[config.mk]
export PLATFORM = sky130hd
export DESIGN_NAME = clock_timer_with_freq_out
export DESIGN_NICKNAME = d
export VERILOG_FILES = /design/src/tick_pkg.sv /design/src/clock_timer_with_freq_out.sv /design/src/osc_divider.sv
export SDC_FILE = /design/constraint.sdc
export NUM_CORES = 1
export LEC_CHECK = 0
export BUFFER_PORTS_ARGS = -buffer_cell sky130_fd_sc_hd__clkbuf_2
export CAP_MARGIN = 25
export CORE_UTILIZATION = 47
export DETAILED_ROUTE_END_ITERATION = 7
export HOLD_SLACK_MARGIN = 0.03
export PLACE_DENSITY_LB_ADDON = 0.05
export SYNTH_ARGS = -nofsm -noshare
export SYNTH_HDL_FRONTEND = slang
export SYNTH_SLANG_ARGS = --single-unit
[constraint.sdc]
create_clock -name aclk -period 2.1 [get_ports aclk]
set_input_delay 0.42 -clock aclk [delete_from_list [all_inputs] [get_ports aclk]]
set_output_delay 0.42 -clock aclk [all_outputs]
set_load 0.02 [all_outputs]
[src/tick_pkg.sv]
package tick_pkg;
  // ---------------------------------------------------------------
  // register byte addresses
  // ---------------------------------------------------------------
  localparam logic [15:0] PRIO_OFS   = 16'hFF20;
  localparam logic [15:0] ENABLE_OFS = 16'hFF22;
  localparam logic [15:0] FLAG_OFS   = 16'hFF24;
  localparam logic [15:0] CTRL_OFS   = 16'hFF40;
  localparam logic [15:0] VALUE_OFS  = 16'hFF41;
  // the printed offsets are not all multiples of four: byte address is 4 * index
  localparam logic [17:0] PRIO_ADDR   = {PRIO_OFS, 2'b00};
  localparam logic [17:0] ENABLE_ADDR = {ENABLE_OFS, 2'b00};
  localparam logic [17:0] FLAG_ADDR   = {FLAG_OFS, 2'b00};
  localparam logic [17:0] CTRL_ADDR   = {CTRL_OFS, 2'b00};
  localparam logic [17:0] VALUE_ADDR  = {VALUE_OFS, 2'b00};
  localparam logic [17:0] MASK_ADDR   = 18'h3FD50;
  localparam logic [17:0] STAT_ADDR   = 18'h3FD54;
  // ---------------------------------------------------------------
  // control fields
  // ---------------------------------------------------------------
  localparam int CTRL_RUN_BIT   = 0;
  localparam int CTRL_CLEAR_BIT = 1;
  localparam int CTRL_ON_BIT    = 3;
  localparam int CTRL_SEL_LSB   = 4;
  localparam logic [7:0] CTRL_RW_MASK = 8'h79;
  localparam logic [7:0] PRIO_MASK    = 8'h03;
  localparam logic [7:0] NIB_MASK     = 8'h0F;
  localparam logic [7:0] ZERO_BYTE    = 8'h00;
  localparam logic [1:0] RESP_OKAY   = 2'b00;
  localparam logic [1:0] RESP_SLVERR = 2'b10;
  // tap index of each event in the 8-bit value: 32, 8, 2, 1 Hz
  localparam int TAP_32 = 2;
  localparam int TAP_8  = 4;
  localparam int TAP_2  = 6;
  localparam int TAP_1  = 7;
endpackage
[src/clock_timer_with_freq_out.sv]
`timescale 1ns/1ps
// Contract
// - a three-bit code picks slow oscillator /1,/2,/4,/8 or fast /1,/2,/4,/8, and an on bit gates the pin.
// - the timer advances while the run bit (control bit 0) is one and for one step after it clears; it resets to stopped.
// - the read-only value byte shows the 128 Hz tap at bit 0 down to 1 Hz at bit 7, reset zero.
// - a two-bit priority field in bits 1:0 selects level 0 to 3 and resets to zero.
// - four read/write enables for 32, 8, 2 and 1 Hz events sit at bits 3 down to 0, reset zero.
// - each 32, 8, 2 or 1 Hz event sets its factor flag at bits 3 down to 0.
// - writing one to a factor flag clears it, writing zero leaves it.
// - after run is cleared the count advances one more 256 Hz step before it stops.
// - flags are set on every event, the stopping step included; a request needs the enable.
module clock_timer_with_freq_out (
  input  wire logic        aclk,          // system clock, 20 MHz
  input  wire logic        aresetn,       // sync reset, active low
  input  wire logic [17:0] s_axi_awaddr,  // write address
  input  wire logic        s_axi_awvalid, // write address valid
  output logic             s_axi_awready, // write address ready
  input  wire logic [31:0] s_axi_wdata,   // write data
  input  wire logic [3:0]  s_axi_wstrb,   // write strobes
  input  wire logic        s_axi_wvalid,  // write data valid
  output logic             s_axi_wready,  // write data ready
  output logic [1:0]       s_axi_bresp,   // write response
  output logic             s_axi_bvalid,  // write response valid
  input  wire logic        s_axi_bready,  // write response ready
  input  wire logic [17:0] s_axi_araddr,  // read address
  input  wire logic        s_axi_arvalid, // read address valid
  output logic             s_axi_arready, // read address ready
  output logic [31:0]      s_axi_rdata,   // read data
  output logic [1:0]       s_axi_rresp,   // read response
  output logic             s_axi_rvalid,  // read data valid
  input  wire logic        s_axi_rready,  // read data ready
  input  wire logic        clk_256hz,     // 256 Hz timer input, async
  input  wire logic        slow_osc_clk,  // slow oscillator, async
  input  wire logic        fast_osc_clk,  // fast oscillator, async
  output logic             freq_out_pin,  // frequency output
  output logic             level_one_request, // timer request toward cpu
  output logic [1:0]       tick_prio,     // timer priority level
  output logic             irq            // status/mask interrupt
);
  // ---------------------------------------------------------------
  // state
  // ---------------------------------------------------------------
  typedef struct packed {
    logic [2:0] sync_256;
    logic [1:0] sync_slow;
    logic [1:0] sync_fast;
    logic       aw_held;
    logic [17:0] aw_addr;
    logic       w_held;
    logic [31:0] w_data;
    logic [3:0] w_strb;
    logic       bvalid;
    logic [1:0] bresp;
    logic       rvalid;
    logic [31:0] rdata;
    logic [1:0] rresp;
    logic       run;
    logic       stop_pending;
    logic [2:0] sel;
    logic       on;
    logic [7:0] value;
    logic [1:0] prio;
    logic [3:0] enable;
    logic [3:0] flag;
    logic [3:0] mask;
    logic [3:0] stat;
  } state_s;

  state_s st_reg;
  state_s st_next;
  logic       tick;
  logic       active;
  logic [7:0] value_inc;
  logic [3:0] events;
  logic       wr_go;
  logic       rd_go;
  logic [7:0] wbyte;
  logic       wlane;
  logic [31:0] rd_word;
  logic       rd_ok;

  // ---------------------------------------------------------------
  // frequency output
  // ---------------------------------------------------------------
  osc_divider u_div (
    .aclk     (aclk),
    .aresetn  (aresetn),
    .slow_osc (st_reg.sync_slow[1]),
    .fast_osc (st_reg.sync_fast[1]),
    .sel      (st_reg.sel),
    .on       (st_reg.on),
    .freq_out (freq_out_pin)
  );

  always_comb begin
    st_next = st_reg;
    // two-stage synchronisers; stage 2 of 256 Hz also feeds an edge register
    st_next.sync_256  = {st_reg.sync_256[1], st_reg.sync_256[0], clk_256hz};
    st_next.sync_slow = {st_reg.sync_slow[0], slow_osc_clk};
    st_next.sync_fast = {st_reg.sync_fast[0], fast_osc_clk};
    tick = st_reg.sync_256[1] & ~st_reg.sync_256[2];

    // ---------------------------------------------------------------
    // timer chain
    // ---------------------------------------------------------------
    // stop is deferred so that the step in flight still completes
    active    = st_reg.run | st_reg.stop_pending;
    value_inc = st_reg.value + 8'h01;
    events    = 4'h0;
    if (tick && active) begin
      st_next.value = value_inc;
      st_next.stop_pending = 1'b0;
      // an event is the falling edge of its tap
      events = {st_reg.value[tick_pkg::TAP_32] & ~value_inc[tick_pkg::TAP_32],
                st_reg.value[tick_pkg::TAP_8]  & ~value_inc[tick_pkg::TAP_8],
                st_reg.value[tick_pkg::TAP_2]  & ~value_inc[tick_pkg::TAP_2],
                st_reg.value[tick_pkg::TAP_1]  & ~value_inc[tick_pkg::TAP_1]};
    end

    // ---------------------------------------------------------------
    // register bus
    // ---------------------------------------------------------------
    if (s_axi_awvalid && !st_reg.aw_held) begin
      st_next.aw_held = 1'b1;
      st_next.aw_addr = s_axi_awaddr;
    end
    if (s_axi_wvalid && !st_reg.w_held) begin
      st_next.w_held = 1'b1;
      st_next.w_data = s_axi_wdata;
      st_next.w_strb = s_axi_wstrb;
    end
    wr_go = st_reg.aw_held && st_reg.w_held && !st_reg.bvalid;
    wbyte = st_reg.w_data[7:0];
    wlane = st_reg.w_strb[0];
    if (wr_go) begin
      st_next.aw_held = 1'b0;
      st_next.w_held  = 1'b0;
      st_next.bvalid  = 1'b1;
      st_next.bresp   = tick_pkg::RESP_OKAY;
      unique case (st_reg.aw_addr)
        tick_pkg::CTRL_ADDR: begin
          if (wlane) begin
            if (st_reg.run && !wbyte[tick_pkg::CTRL_RUN_BIT]) begin
              st_next.stop_pending = 1'b1;
            end
            st_next.run = wbyte[tick_pkg::CTRL_RUN_BIT];
            st_next.on  = wbyte[tick_pkg::CTRL_ON_BIT];
            st_next.sel = wbyte[tick_pkg::CTRL_SEL_LSB +: 3];
            if (wbyte[tick_pkg::CTRL_CLEAR_BIT]) begin
              st_next.value = tick_pkg::ZERO_BYTE;
              events = 4'h0;
            end
          end
        end
        tick_pkg::PRIO_ADDR: if (wlane) st_next.prio = wbyte[1:0];
        tick_pkg::ENABLE_ADDR: if (wlane) st_next.enable = wbyte[3:0];
        tick_pkg::FLAG_ADDR: if (wlane) st_next.flag = st_reg.flag & ~wbyte[3:0];
        tick_pkg::MASK_ADDR: if (wlane) st_next.mask = wbyte[3:0];
        tick_pkg::STAT_ADDR: if (wlane) st_next.stat = st_reg.stat & ~wbyte[3:0];
        tick_pkg::VALUE_ADDR: st_next.bresp = tick_pkg::RESP_OKAY;
        default: st_next.bresp = tick_pkg::RESP_SLVERR;
      endcase
    end
    if (st_reg.bvalid && s_axi_bready) begin
      st_next.bvalid = 1'b0;
    end

    // set wins over a clear in the same cycle
    st_next.flag = st_next.flag | events;
    st_next.stat = st_next.stat | events;

    rd_go = s_axi_arvalid && !st_reg.rvalid;
    rd_ok = 1'b1;
    unique case (s_axi_araddr)
      tick_pkg::CTRL_ADDR: rd_word = {24'h000000, 1'b0, st_reg.sel, st_reg.on, 2'b00,
                                      st_reg.run};
      tick_pkg::VALUE_ADDR: rd_word = {24'h000000, st_reg.value};
      tick_pkg::PRIO_ADDR: rd_word = {30'h00000000, st_reg.prio};
      tick_pkg::ENABLE_ADDR: rd_word = {28'h0000000, st_reg.enable};
      tick_pkg::FLAG_ADDR: rd_word = {28'h0000000, st_reg.flag};
      tick_pkg::MASK_ADDR: rd_word = {28'h0000000, st_reg.mask};
      tick_pkg::STAT_ADDR: rd_word = {28'h0000000, st_reg.stat};
      default: begin
        rd_word = 32'h00000000;
        rd_ok = 1'b0;
      end
    endcase
    if (rd_go) begin
      st_next.rvalid = 1'b1;
      st_next.rdata  = rd_word;
      st_next.rresp  = rd_ok ? tick_pkg::RESP_OKAY : tick_pkg::RESP_SLVERR;
    end
    if (st_reg.rvalid && s_axi_rready) begin
      st_next.rvalid = 1'b0;
    end
  end

  always_ff @(posedge aclk) begin
    if (!aresetn) begin
      st_reg <= '0;
    end else begin
      st_reg <= st_next;
    end
  end

  // ---------------------------------------------------------------
  // outputs
  // ---------------------------------------------------------------
  assign s_axi_awready = !st_reg.aw_held;
  assign s_axi_wready  = !st_reg.w_held;
  assign s_axi_bvalid  = st_reg.bvalid;
  assign s_axi_bresp   = st_reg.bresp;
  assign s_axi_arready = !st_reg.rvalid;
  assign s_axi_rvalid  = st_reg.rvalid;
  assign s_axi_rdata   = st_reg.rdata;
  assign s_axi_rresp   = st_reg.rresp;
  assign level_one_request = |(st_reg.flag & st_reg.enable);
  assign tick_prio     = st_reg.prio;
  assign irq           = |(st_reg.stat & st_reg.mask);
endmodule // clock_timer_with_freq_out

[src/osc_divider.sv]
`timescale 1ns/1ps
// ---------------------------------------------------------------
// selectable oscillator divider for the frequency output pin
// ---------------------------------------------------------------
module osc_divider (
  input  wire logic       aclk,       // system clock
  input  wire logic       aresetn,    // sync reset, active low
  input  wire logic       slow_osc,   // synchronised slow oscillator level
  input  wire logic       fast_osc,   // synchronised fast oscillator level
  input  wire logic [2:0] sel,        // source and divide code
  input  wire logic       on,         // output gate
  output logic            freq_out    // divided output, registered
);
  typedef struct packed {
    logic       slow_d;
    logic       fast_d;
    logic [2:0] slow_cnt;
    logic [2:0] fast_cnt;
    logic       out;
  } div_s;

  div_s st_reg;
  div_s st_next;
  logic [3:0] slow_taps;
  logic [3:0] fast_taps;

  always_comb begin
    st_next = st_reg;
    st_next.slow_d = slow_osc;
    st_next.fast_d = fast_osc;
    // ripple count on falling input edges: bit n toggles at osc / 2^(n+1)
    if (st_reg.slow_d && !slow_osc) begin
      st_next.slow_cnt = st_reg.slow_cnt + 3'h1;
    end
    if (st_reg.fast_d && !fast_osc) begin
      st_next.fast_cnt = st_reg.fast_cnt + 3'h1;
    end
    slow_taps = {st_reg.slow_cnt, slow_osc};
    fast_taps = {st_reg.fast_cnt, fast_osc};
    st_next.out = on & (sel[2] ? fast_taps[sel[1:0]] : slow_taps[sel[1:0]]);
  end

  always_ff @(posedge aclk) begin
    if (!aresetn) begin
      st_reg <= '0;
    end else begin
      st_reg <= st_next;
    end
  end

  assign freq_out = st_reg.out;
endmodule // osc_divider

==> impl_metrics.ini <==
[cts]
cts_tree = yes
cts-root-buf = clkbuf_8
clkTransAtPathRegs_ns = 0.09
clk-insertion-delay-late_ns = 0.36
clockBufferDepth = 2
cts_hold_buffers = 0
h-tree-depth = 3
cts_buffers = 9
clkSinkCount = 88

[global_routing]
antenna_found_initial = 0
grt_usage_pct = 19.5
grt_overflow = 0
grt_pass1_wl_um = 15000
grt_start_max_net_pins = 43
grt_pass1_vias = 3156

[placed_design]
globalplace.congestion = 0.846
dpl-instance-area_um2 = 4700
io_buffers = 73
hpwl_um = 6670

[logic_synthesis]
yosys.area.top_type = dfxtp_1
ys.flop_type = dfxtp_1
synthArstFlopShare_pct = 0
synth_top_area_share_pct = 41.3
yosysSeqAreaShare_pct = 41.3
syn_avg_cell_area_um2 = 9.07
ys_warn_count = 0
synth-edff-count = 0
netlist_area_um2 = 4260
synth_seq_cells = 88
synth_cells = 470
synthDistinctLibCells = 53
synthTopCellsByArea = dfxtp_1 41%, mux2i_1 7.0%, buf_4 6.7%, nand2_1 6.2%, a21boi_0 4.8%

[detailed_routing]
vias = 3383
drt_iter0_drc = 75
drc = 0
wirelength_um = 8880
vias_per_cell = 5.12
dr.pass1.iters = 4
ant_nets = 0
wire_per_inst_um = 13.4

[layout]
seq_area_um2 = 1760
syn_to_final_growth_pct = 17.1
final_cell_mix = 87 x dfxtp_1, 73 x clkbuf_2, 68 x nand2_1
fin_nets = 637
fin_area_um2 = 4990
multi_input_area_um2 = 2260
drive_gt1_share_pct = 26.8
mostFrequentLayoutCell = dfxtp_1
fillerInstances = 829
antennaDiodeCount = 0
largest_register_ff_count = 61

[die]
initial_core_util_pct = 48.7
die_w_um = 97.3
die_h_um = 97.3
row_count = 34
core-area_um2 = 8760
dieArea_um2 = 9460
ioPinCount = 128

[sta]
final.setup_skew_ns = 0.0101
drv_slew = 0
period_share_pct = 106
fmax_mhz = 449
min_period_ns = 2.23
max_slew_margin_pct = 63.3
fin_setup_tns_ns = -1.45
finalHoldViolCount = 0
layout_setup_ws_ns = -0.127
rsz0062_at_grt = yes
setup_viol = 24
worst_pin_slew_ns = 0.549

[status]
violations = negative setup slack
outcome = finished with violations

[worst_setup_path]
crit_required_ns = 2.35
crit_path_end_kind = flop
cp_max_fo = 6
path_class = flop to flop
cpLargestDelayFamily = simple AND/OR/NAND/NOR gates
crit_arrival_ns = 2.48
start_kind = flop
crit_chain = or4_4, or4_4, buf_4, nor3_2, buf_4, nand2_1, a32o_1
path_buf_inv = 2
critPathSlowestCell = or4_4
crit_path_max_incr_delay_ns = 0.54

[power_and_ir_drop]
p_leak_nw = 2.06
p_per_area_nw_per_um2 = 685
peakVddDrop_uv = 429

[worst_hold_path]
hold_path.class = input port to flop

[flow_run]
maxCapViolCount = 0
[cells by family (layout without fill, tap and decap cells)]
group                    after synthesis  in the layout  share of synthesized area (%)
AO/OA/AOI/OAI                         80             80                           13.4
flip-flops                            88             88                           41.3
multiplexers                          34             34                           8.63
adder cells (fa/ha/maj)                7              7                           2.05
XOR/XNOR                               6              6                           1.23
other                                  1             26                         0.0879
AND/OR/NAND/NOR                      187            187                           23.8
buffers and inverters                 67            125                           9.48
[cell type report]
| cell class | count | share of cell area, % |
|---|---|---|
| sequential | 88 | 35.3 |
| tap | 108 | 2.71 |
| inverter | 9 | 0.677 |
| multi-input combinational | 340 | 45.2 |
| clock buffer | 10 | 2.76 |
| clock inverter | 6 | 1.80 |
| timing repair buffer | 100 | 11.5 |
[per-layer routing]
metal / GRT usage [%] / vias to the layer above / routed length, um
met2: 32.8 / 75 / 4280
met5: 0 / - / 0
met1: 25.0 / 1569 / 4140
li1: - / 1725 / -
met3: 3.81 / 14 / 317
met4: 6.90 / 0 / 141
[synth_stat cells, types with 6 or more instances]
cell,number
nand4b_1,6
dfxtp_1,88
a21boi_0,27
mux2i_1,30
nor2_1,19
o21ai_0,16
or3_1,6
nor2b_1,29
inv_1,9
a21oi_1,10
ha_1,7
nand2_1,70
clkbuf_1,16
and2_1,16
nand3_1,7
a32o_1,6
buf_4,38
[final timing paths]
path                start           end  slack [ns]  cells past startpoint
max           st_reg[107]     st_reg[0]       -0.13                      7
min          fast_osc_clk  st_next[127]        0.26                      2
max reg2reg   st_reg[107]     st_reg[0]       -0.13                      7
min reg2reg  st_next[127]   st_reg[127]        0.44                      1
[through the flow]
stage | hold slack [ns] | instances | setup slack (ns) | total power (W) | utilization [%]
finish | 0.259 | 661 | -0.127 | 0.00342 | 57.0
global route | 0.261 | 661 | -0.193 | 0.00357 | 57.0
CTS | 0.242 | 661 | -0.140 | 0.00345 | 56.5
detailed placement | 0.428 | 644 | -0.184 | 0.00212 | 53.6
global placement | 0.416 | 644 | -0.154 | 0.00212 | 53.6
floorplan | 0.412 | 495 | -0.104 | 0.00204 | -
[worst register-to-register path: cells and delay by family (launching register included)]
family          cells  cell delay (ns)
simple gates        4             1.20
buf+inv             2             0.33
flops               1             0.33
compound gates      1             0.27
[power by group]
group          switching (W)  internal [W]
sequential         0.0000385       0.00172
combinational       0.000191      0.000138
clock               0.000631      0.000707
[timing repair]
item / in CTS / in global routing
gates cloned: 0 / 0
buffers inserted: 1 / 1
pin swaps: 2 / 12
gates resized for setup: 10 / 17
setup endpoints to repair: 30 / 31
No activity file was read; power rests on OpenSTA's default activity.
